## config.mk

```make
export PLATFORM = sky130hd
export DESIGN_NAME = cfsb_status_regions
export DESIGN_NICKNAME = d
export VERILOG_FILES = /design/src/cfsb_pkg.sv /design/src/cfsb_alu_flags.sv /design/src/cfsb_status_regions.sv
export VERILOG_INCLUDE_DIRS = /design/src
export SDC_FILE = /design/constraint.sdc
export NUM_CORES = 2
export LEC_CHECK = 0
export ABC_AREA = 1
export BUFFER_PORTS_ARGS = -buffer_cell sky130_fd_sc_hd__buf_2
export CAP_MARGIN = 10
export CORE_MARGIN = 2
export CORE_UTILIZATION = 45
export DETAILED_ROUTE_END_ITERATION = 8
export PLACE_DENSITY = 0.64
export SLEW_MARGIN = 15
export SYNTH_ARGS = -nofsm -noshare
export SYNTH_HDL_FRONTEND = slang
export SYNTH_SLANG_ARGS = --single-unit
```

## constraint.sdc

```tcl
create_clock -name clock -period 4.2 [get_ports clock]
set_clock_uncertainty 0.05 [all_clocks]
set_input_delay 0 -clock clock [delete_from_list [all_inputs] [get_ports clock]]
set_output_delay 0 -clock clock [all_outputs]
set_load 0.02 [all_outputs]
```

## src/cfsb_defs.svh

```systemverilog
// constants for the status flags and data memory region block
`ifndef CFSB_DEFS_SVH
`define CFSB_DEFS_SVH
`define CFSB_DATA_W       8
`define CFSB_ADDR_W       12
`define CFSB_PTR_W        16
`define CFSB_OFS_MSB      6
`define CFSB_BANK_LSB     7
`define CFSB_BANK_MSB     11
`define CFSB_OFS_STATUS   7'h03
`define CFSB_CORE_LAST    7'h0B
`define CFSB_SFR_FIRST    7'h0C
`define CFSB_SFR_LAST     7'h1F
`define CFSB_GPR_FIRST    7'h20
`define CFSB_GPR_BYTES    16'h0050
`define CFSB_COMMON_FIRST 7'h70
`define CFSB_COMMON_BYTES 16
`define CFSB_LINEAR_BASE  16'h2000
`define CFSB_LINEAR_SEL   3'h1
`define CFSB_RST_TO_N     1'b1
`define CFSB_RST_PD_N     1'b1
`define CFSB_RST_ARITH    1'b0
`define CFSB_UNIMPL_BITS  3'h0
`endif

```

## src/cfsb_pkg.sv

```systemverilog
// types shared by the status flags and data memory region block
`default_nettype none
`include "cfsb_defs.svh"
package cfsb_pkg;
  // instruction classes seen by the status logic
  typedef enum logic [3:0] {
    op_none, op_add, op_sub, op_and, op_or, op_xor, op_move, op_clear,
    op_swap, op_store, op_bit_clear, op_bit_set, op_rot_right, op_rot_left,
    op_watchdog_clear, op_sleep
  } cfsb_op_e;
  // data memory regions, one-hot
  typedef enum logic [5:0] {
    rgn_unimpl = 6'h01,
    rgn_core   = 6'h02,
    rgn_sfr    = 6'h04,
    rgn_gpr    = 6'h08,
    rgn_common = 6'h10,
    rgn_linear = 6'h20
  } cfsb_region_e;
  // status register bits held by the block
  typedef struct packed {
    logic watchdog_timeout_flag_n;
    logic powerdown_flag_n;
    logic zero_flag;
    logic nibble_carry_flag;
    logic carry_flag;
  } cfsb_status_s;
  // one instruction as issued by the execution path
  typedef struct packed {
    logic                     valid;
    cfsb_op_e                 op;
    logic [`CFSB_PTR_W-1:0]   addr;
    logic                     use_literal;
    logic [`CFSB_DATA_W-1:0]  literal;
    logic [`CFSB_DATA_W-1:0]  accum;
    logic [2:0]               bit_idx;
    logic                     dest_file;
  } cfsb_req_s;
  // alu result with computed flags and which flags the op affects
  typedef struct packed {
    logic [`CFSB_DATA_W-1:0] result;
    logic                    zero;
    logic                    nibble_carry;
    logic                    carry;
    logic [2:0]              affect;
  } cfsb_flags_s;
endpackage : cfsb_pkg
`default_nettype wire

```

## src/cfsb_alu_flags.sv

```systemverilog
// result and flag computation for one instruction
`default_nettype none
`include "cfsb_defs.svh"
module cfsb_alu_flags (
  // operation and operands
  input  wire cfsb_pkg::cfsb_op_e         op,
  input  wire logic [`CFSB_DATA_W-1:0]    accum,
  input  wire logic [`CFSB_DATA_W-1:0]    file_val,
  input  wire logic [2:0]                 bit_idx,
  input  wire logic                       carry_in,
  // result
  output cfsb_pkg::cfsb_flags_s           flags
);
  import cfsb_pkg::*;

  // 8-bit add returning {carry, nibble carry, sum}
  function automatic logic [9:0] add_carries(input logic [7:0] a, input logic [7:0] b, input logic cin);
    logic [4:0] lo;
    logic [8:0] full;
    lo   = {1'b0, a[3:0]} + {1'b0, b[3:0]} + {4'h0, cin};
    full = {1'b0, a} + {1'b0, b} + {8'h00, cin};
    return {full[8], lo[4], full[7:0]};
  endfunction : add_carries

  logic [9:0] sum;

  // result, flags and affect mask per op
  always_comb begin
    sum          = 10'h000;
    flags        = '0;
    flags.result = file_val;
    case (op)
      op_add: begin
        sum          = add_carries(file_val, accum, 1'b0);
        flags.result = sum[7:0];
        flags.affect = 3'h7;
      end
      op_sub: begin
        sum          = add_carries(file_val, ~accum, 1'b1);
        flags.result = sum[7:0];
        flags.affect = 3'h7;
      end
      op_and: begin
        flags.result = file_val & accum;
        flags.affect = 3'h4;
      end
      op_or: begin
        flags.result = file_val | accum;
        flags.affect = 3'h4;
      end
      op_xor: begin
        flags.result = file_val ^ accum;
        flags.affect = 3'h4;
      end
      op_move:  flags.affect = 3'h4;
      op_clear: begin
        flags.result = 8'h00;
        flags.affect = 3'h4;
      end
      op_swap:      flags.result = {file_val[3:0], file_val[7:4]};
      op_store:     flags.result = accum;
      op_bit_clear: flags.result = file_val & ~(8'h01 << bit_idx);
      op_bit_set:   flags.result = file_val | (8'h01 << bit_idx);
      op_rot_right: begin
        flags.result = {carry_in, file_val[7:1]};
        sum[9]       = file_val[0];
        flags.affect = 3'h1;
      end
      op_rot_left: begin
        flags.result = {file_val[6:0], carry_in};
        sum[9]       = file_val[7];
        flags.affect = 3'h1;
      end
      default: flags.affect = 3'h0;
    endcase
    flags.zero         = (flags.result == 8'h00);
    flags.nibble_carry = sum[8];
    flags.carry        = sum[9];
  end
endmodule : cfsb_alu_flags
`default_nettype wire

```

## src/cfsb_status_regions.sv

```systemverilog
// status register, flag update and banked data memory decode
`default_nettype none
`include "cfsb_defs.svh"
module cfsb_status_regions #(
  parameter int GPR_BANKS = 1
) (
  // clock and resets
  input  wire logic                       clock,
  input  wire logic                       reset,
  input  wire logic                       other_reset,
  // instruction from the execution path
  input  wire cfsb_pkg::cfsb_req_s        req,
  // hardware events
  input  wire logic                       watchdog_timeout,
  // read port
  input  wire logic                       rd_en,
  input  wire logic [`CFSB_PTR_W-1:0]     rd_addr,
  // read answer
  output logic [`CFSB_DATA_W-1:0]         rd_data_q,
  output cfsb_pkg::cfsb_region_e          rd_region_q,
  // status view
  output logic [`CFSB_DATA_W-1:0]         status_q,
  // accumulator result
  output logic [`CFSB_DATA_W-1:0]         accum_q,
  output logic                            accum_load_q,
  // writes to core and special-function registers outside this block
  output logic                            ext_wr_q,
  output logic [`CFSB_PTR_W-1:0]          ext_addr_q,
  output logic [`CFSB_DATA_W-1:0]         ext_data_q
);
  import cfsb_pkg::*;

  // ----------------------------------------------------------------
  // storage sizing
  // ----------------------------------------------------------------
  localparam int GPR_TOTAL = GPR_BANKS * int'(`CFSB_GPR_BYTES);
  localparam int IDX_W     = (GPR_TOTAL > 1) ? $clog2(GPR_TOTAL) : 1;

  // all block state in one record
  typedef struct packed {
    cfsb_status_s                                   st;
    logic [GPR_TOTAL-1:0][`CFSB_DATA_W-1:0]         general_purpose_ram;
    logic [`CFSB_COMMON_BYTES-1:0][`CFSB_DATA_W-1:0] common;
    logic [`CFSB_DATA_W-1:0]                        rd_data;
    cfsb_region_e                                   rd_region;
    logic [`CFSB_DATA_W-1:0]                        accum;
    logic                                           accum_load;
    logic                                           ext_wr;
    logic [`CFSB_PTR_W-1:0]                         ext_addr;
    logic [`CFSB_DATA_W-1:0]                        ext_data;
  } cfsb_state_s;

  cfsb_state_s   s_q;
  cfsb_state_s   s_d;
  cfsb_flags_s   alu;
  logic [7:0]    src_val;
  cfsb_region_e  wr_region;
  logic [IDX_W-1:0] wr_idx;
  logic [6:0]    wr_ofs;

  // ----------------------------------------------------------------
  // address decode helpers
  // ----------------------------------------------------------------

  // region of a 16-bit pointer; 12-bit banked space or linear window
  function automatic cfsb_region_e region_of(input logic [`CFSB_PTR_W-1:0] ptr);
    logic [15:0] lin;
    logic [6:0]  ofs;
    logic [4:0]  bank;
    lin  = ptr - `CFSB_LINEAR_BASE;
    ofs  = ptr[`CFSB_OFS_MSB:0];
    bank = ptr[`CFSB_BANK_MSB:`CFSB_BANK_LSB];
    if (ptr[15:13] == `CFSB_LINEAR_SEL) begin
      region_of = (32'(lin) < GPR_TOTAL) ? rgn_linear : rgn_unimpl;
    end else if (ptr[15:`CFSB_ADDR_W] != 4'h0) begin
      region_of = rgn_unimpl;
    end else if (ofs <= `CFSB_CORE_LAST) begin
      region_of = rgn_core;
    end else if (ofs <= `CFSB_SFR_LAST) begin
      region_of = rgn_sfr;
    end else if (ofs >= `CFSB_COMMON_FIRST) begin
      region_of = rgn_common;
    end else if (32'(bank) < GPR_BANKS) begin
      region_of = rgn_gpr;
    end else begin
      region_of = rgn_unimpl;
    end
  endfunction : region_of

  // storage index of a general-purpose byte, banked or linear
  function automatic logic [IDX_W-1:0] gpr_index(input logic [`CFSB_PTR_W-1:0] ptr);
    logic [15:0] t;
    if (ptr[15:13] == `CFSB_LINEAR_SEL) begin
      t = ptr - `CFSB_LINEAR_BASE;
    end else begin
      t = 16'(ptr[`CFSB_BANK_MSB:`CFSB_BANK_LSB]) * `CFSB_GPR_BYTES
          + 16'(ptr[`CFSB_OFS_MSB:0]) - 16'(`CFSB_GPR_FIRST);
    end
    return IDX_W'(t);
  endfunction : gpr_index

  // status byte as software sees it
  function automatic logic [7:0] status_byte(input cfsb_status_s st);
    return {`CFSB_UNIMPL_BITS, st};
  endfunction : status_byte

  // read one byte of the block's storage at a pointer
  function automatic logic [7:0] read_file(input cfsb_state_s s, input logic [`CFSB_PTR_W-1:0] ptr);
    cfsb_region_e r;
    r = region_of(ptr);
    if (r == rgn_core && ptr[`CFSB_OFS_MSB:0] == `CFSB_OFS_STATUS) begin
      read_file = status_byte(s.st);
    end else if (r == rgn_gpr || r == rgn_linear) begin
      read_file = s.general_purpose_ram[gpr_index(ptr)];
    end else if (r == rgn_common) begin
      read_file = s.common[ptr[3:0]];
    end else begin
      read_file = 8'h00;
    end
  endfunction : read_file

  // ----------------------------------------------------------------
  // alu
  // ----------------------------------------------------------------

  // source operand: literal or file contents before this instruction
  assign src_val   = req.use_literal ? req.literal : read_file(s_q, req.addr);
  assign wr_region = region_of(req.addr);
  assign wr_idx    = gpr_index(req.addr);
  assign wr_ofs    = req.addr[`CFSB_OFS_MSB:0];

  cfsb_alu_flags u_alu (
    .op       (req.op),
    .accum    (req.accum),
    .file_val (src_val),
    .bit_idx  (req.bit_idx),
    .carry_in (s_q.st.carry_flag),
    .flags    (alu)
  );

  // ----------------------------------------------------------------
  // next state
  // ----------------------------------------------------------------

  // instruction effects, then hardware flags, then watchdog events
  always_comb begin
    s_d            = s_q;
    s_d.accum_load = 1'b0;
    s_d.ext_wr     = 1'b0;
    if (req.valid && !other_reset) begin
      case (req.op)
        op_watchdog_clear: begin
          s_d.st.watchdog_timeout_flag_n = 1'b1;
          s_d.st.powerdown_flag_n        = 1'b1;
        end
        op_sleep: begin
          s_d.st.watchdog_timeout_flag_n = 1'b1;
          s_d.st.powerdown_flag_n        = 1'b0;
        end
        op_none: begin
          s_d.st = s_q.st;
        end
        default: begin
          if (req.dest_file) begin
            // store the result where the address decodes
            if (wr_region == rgn_core && wr_ofs == `CFSB_OFS_STATUS) begin
              if (alu.affect == 3'h0) begin
                s_d.st.zero_flag         = alu.result[2];
                s_d.st.nibble_carry_flag = alu.result[1];
                s_d.st.carry_flag        = alu.result[0];
              end
              // top bits and timeout/powerdown never written by data
            end else if (wr_region == rgn_gpr || wr_region == rgn_linear) begin
              s_d.general_purpose_ram[wr_idx] = alu.result;
            end else if (wr_region == rgn_common) begin
              s_d.common[req.addr[3:0]] = alu.result;
            end else if (wr_region == rgn_core || wr_region == rgn_sfr) begin
              s_d.ext_wr   = 1'b1;
              s_d.ext_addr = req.addr;
              s_d.ext_data = alu.result;
            end
          end else begin
            s_d.accum      = alu.result;
            s_d.accum_load = 1'b1;
          end
          // hardware flags win; an op that affects any flag makes no data write to the status bits
          if (alu.affect[2]) begin
            s_d.st.zero_flag = alu.zero;
          end
          if (alu.affect[1]) begin
            s_d.st.nibble_carry_flag = alu.nibble_carry;
          end
          if (alu.affect[0]) begin
            s_d.st.carry_flag = alu.carry;
          end
        end
      endcase
    end
    // a time-out in the same cycle as a clear still clears the bit
    if (watchdog_timeout) begin
      s_d.st.watchdog_timeout_flag_n = 1'b0;
    end
    // read port returns contents before this cycle's write
    if (rd_en) begin
      s_d.rd_data   = read_file(s_q, rd_addr);
      s_d.rd_region = region_of(rd_addr);
    end
    if (other_reset) begin
      s_d.rd_data   = 8'h00;
      s_d.rd_region = rgn_unimpl;
    end
  end

  // ----------------------------------------------------------------
  // registers
  // ----------------------------------------------------------------

  // power-on/brown-out reset sets indicators and clears flags
  always_ff @(posedge clock) begin
    if (reset) begin
      s_q                            <= '0;
      s_q.rd_region                  <= rgn_unimpl;
      s_q.st.watchdog_timeout_flag_n <= `CFSB_RST_TO_N;
      s_q.st.powerdown_flag_n        <= `CFSB_RST_PD_N;
      s_q.st.zero_flag               <= `CFSB_RST_ARITH;
      s_q.st.nibble_carry_flag       <= `CFSB_RST_ARITH;
      s_q.st.carry_flag              <= `CFSB_RST_ARITH;
    end else begin
      s_q <= s_d;
    end
  end

  // ----------------------------------------------------------------
  // outputs
  // ----------------------------------------------------------------

  // every output is a field of the state register
  assign rd_data_q    = s_q.rd_data;
  assign rd_region_q  = s_q.rd_region;
  assign status_q     = status_byte(s_q.st);
  assign accum_q      = s_q.accum;
  assign accum_load_q = s_q.accum_load;
  assign ext_wr_q     = s_q.ext_wr;
  assign ext_addr_q   = s_q.ext_addr;
  assign ext_data_q   = s_q.ext_data;
endmodule : cfsb_status_regions
`default_nettype wire

```

==> run_results.csv <==
group,metric,value,unit
status,status,"finished with violations",
status,violations,"setup timing",
worst_hold_path,hp-class,"in2reg",
finish,layout-drive-gt1-share,0.1823,
grt,grt_pass1_vias,46490,
route,first_iter_violations,7269,
synth,syn_inst,6916,
worst_setup_path,critPathCaptureType,"flip-flop",
sta,clock.fmax,0.2277,GHz
finish,num-fill-cells,9268,
floorplanning,coreArea,0.09856,mm²
floorplanning,die_w,319.8,µm
placed_design,gp_congestion,0.9690,
pwr,p_leak,24.38,nW
flow_run,max-cap-violations,0,
clock_network,numCtsBuffers,93,
finish,final_common_cell,"nand2_1",
synth,synth.distinct_cells,52,
sta,finalCritPeriodShare,1.046,
pwr,power.switching,6.232,mW
synth,synth-seq-area-share,0.3662,
clock_network,htree_num_levels,3,
clock_network,clockRootBuffer,"clkbuf_16",
clock_network,tritoncts,"done",
synth,synth_flop_cell,"dfxtp_1",
worst_setup_path,cp.arrival,4.95,ns
clock_network,clk_latency,0.70,ns
sta,slew_viol_final,0,
pwr,p_int,14.43,mW
floorplanning,dieHeight,319.8,µm
pwr,ir_worst_vdd,0.3244,mV
grt,grt_max_degree,164,
clock_network,clock-sinks,821,
floorplanning,start_util,0.4554,
pwr,clockPowerShare,0.433,
grt,grt_first_pass_wirelength,285000,µm
route,drt_pass1_iterations,8,
worst_setup_path,slowest_delay,0.36,ns
worst_setup_path,cp_common_cell,"buf_4",
sta,fin_ws,-0.1918,ns
route,drc,0,
sta,tns,-16.99,ns
route,wl_per_cell,22.68,µm
worst_setup_path,r2r_slack,-0.10,ns
finish,fin_util,0.5722,
pwr,p_comb_frac,0.189,
clock_network,path_clk_slew,0.06,ns
worst_setup_path,ff2ff_path_depth,36,
worst_setup_path,crit_required,4.76,ns
placed_design,port-buffer-count,115,
worst_setup_path,cp_slowest_cell,"buf_4",
route,final_antenna_net_count,0,
pwr,seqPwrFrac,0.378,
finish,final_cell_mix,"nand2_1 (1158), o21ai_0 (1088), a21oi_1 (984)",
worst_setup_path,crit_start,"req[21]",
synth,synth.cell_area,0.04489,mm²
grt,grt.overflow.total,0,
synth,ys_ff_latch,821,
sta,slew_headroom,0.2961,
sta,period_needed,4.392,ns
sta,hold_viol_final,0,
synth,yosysWarnings,0,
synth,synth-edff-count,0,
sta,rsz0062_at_grt,"yes",
floorplanning,rows,115,
sta,finalSetupViolations,194,
floorplanning,dieArea,0.1023,mm²
finish,nets,7378,
pwr,p_sw_frac,0.3016,
route,vias_per_cell,5.937,
clock_network,cts.path.max_buffers,3,
synth,postSynthAreaPerCell,6.490,µm²
pwr,p_per_area,366.4,mW/mm²
grt,antenna_found_initial,8,
worst_setup_path,start_kind,"input port",
grt,grt_use_total,0.3579,
worst_setup_path,crit_fanout,17,
finish,syn_to_final_growth,25.65,%
placed_design,hpwlAfterDp,125100,µm
worst_setup_path,critPathKind,"in2reg",
floorplanning,io_pins,119,
route,wl,196400,µm
route,routed-via-count,51400,
sta,worst_pin_slew,1.052,ns
synth,synth_async_sr_flop_share,0,
[worst min-delay path by stage]
stage	start	end	slack (ns)	cells after the start
floorplan	req[0]	accum_load_q	0.03	1
global placement	watchdog_timeout	status_q[4]	0.18	2
detailed placement	watchdog_timeout	status_q[4]	0.17	2
CTS	req[12]	ext_data_q[0]	0.01	8
global route	req[22]	ext_addr_q[1]	0.06	4
finish	req[25]	ext_addr_q[4]	0.03	6
[per-stage QoR]
stage	total power, mW	hold slack (ns)	area (µm²)	setup WS, ns	instances
5_1_grt	21.08	0.06039	56390	-0.2815	8655
2_1_floorplan	9.538	0.02931	44890	0.08855	6918
3_5_place_dp	11.12	0.1686	50200	-0.7391	8366
3_3_place_gp	11.11	0.1811	50200	-0.7187	8366
4_1_cts	20.12	0.01031	54640	0.0003122	8620
6_report	20.66	0.03492	56400	-0.1918	8658
[critical path, delay by kind of cell]
kind / cells / cell delay [ns]
buffers and inverters: 21 / 3.21
AO/OA/AOI/OAI: 4 / 0.68
AND/OR/NAND/NOR: 9 / 1.00
[cell families after synthesis]
| logic type | synth area share |
|---|---|
| compound gates | 0.3083 |
| buf+inv | 0.1223 |
| other cells | 0.00008354 |
| flops | 0.3662 |
| fa+ha+maj | 0.008418 |
| xor+xnor | 0.001561 |
| simple gates | 0.1932 |
[power groups by stage]
stage | clock network, mW | registers, mW | logic (mW)
finish | 8.95 | 7.80 | 3.92
CTS | 8.98 | 7.80 | 3.33
floorplan | 0 | 7.97 | 1.57
detailed placement | 0 | 7.98 | 3.15
global placement | 0 | 7.97 | 3.14
global route | 9.28 | 7.80 | 4.00
[synth_stat cells (all sizes together), types with 3 or more instances]
| cell type | instances | area, µm² |
|---|---|---|
| nand2 | 1265 | 4771 |
| o21ai | 1223 | 6128 |
| a21oi | 1032 | 5165 |
| dfxtp | 821 | 16440 |
| inv | 685 | 2571 |
| nor2 | 647 | 2471 |
| buf | 316 | 1854 |
| clkbuf | 280 | 1051 |
| o211ai | 145 | 1089 |
| nand3 | 144 | 735.7 |
| o22ai | 98 | 626.9 |
| nand4 | 63 | 394.1 |
| ha | 27 | 337.8 |
| nor3 | 26 | 135.1 |
| a22oi | 18 | 135.1 |
| nor4 | 17 | 106.4 |
| a31oi | 15 | 93.84 |
| o31ai | 15 | 112.6 |
| o2111ai | 11 | 96.34 |
| o311ai | 10 | 87.58 |
| or2 | 8 | 50.05 |
| o41ai | 7 | 61.31 |
| xnor2 | 6 | 52.55 |
| a221oi | 5 | 43.79 |
| a32o | 4 | 40.04 |
| o221ai | 4 | 35.03 |
| clkinv | 3 | 11.26 |
| o21bai | 3 | 22.52 |
| o32ai | 3 | 26.28 |
[repair_timing]
action / 4_1_cts / 5_1_grt
hold buffers: 51 / 0
setup endpoints to repair: 582 / 493
pin swaps: 17 / 96
cloned: 5 / 16
setup buffers: 23 / 21
gates resized for setup: 98 / 376
hold endpoints to repair: 86 / 0
[metal layers]
layer	global-route usage	up-vias	routed length (µm)
li1	-	23840	-
met4	0.1846	6	11760
met1	0.4713	23660	76470
met2	0.5531	3243	85180
met5	0	-	31
met3	0.07307	653	22940
[final cells by class]
cell class	count	area [µm²]	area share
multi-input cells	4814	24320	0.4313
flip-flops and latches	821	16470	0.2921
repair buffers	868	7995	0.1418
clock buffers	132	2765	0.04903
inverters	688	2636	0.04674
well taps	1287	1610	0.02855
clock inverters	44	584.3	0.01036
diodes	4	10.01	0.0001775
No activity file was read; power rests on OpenSTA's default activity.
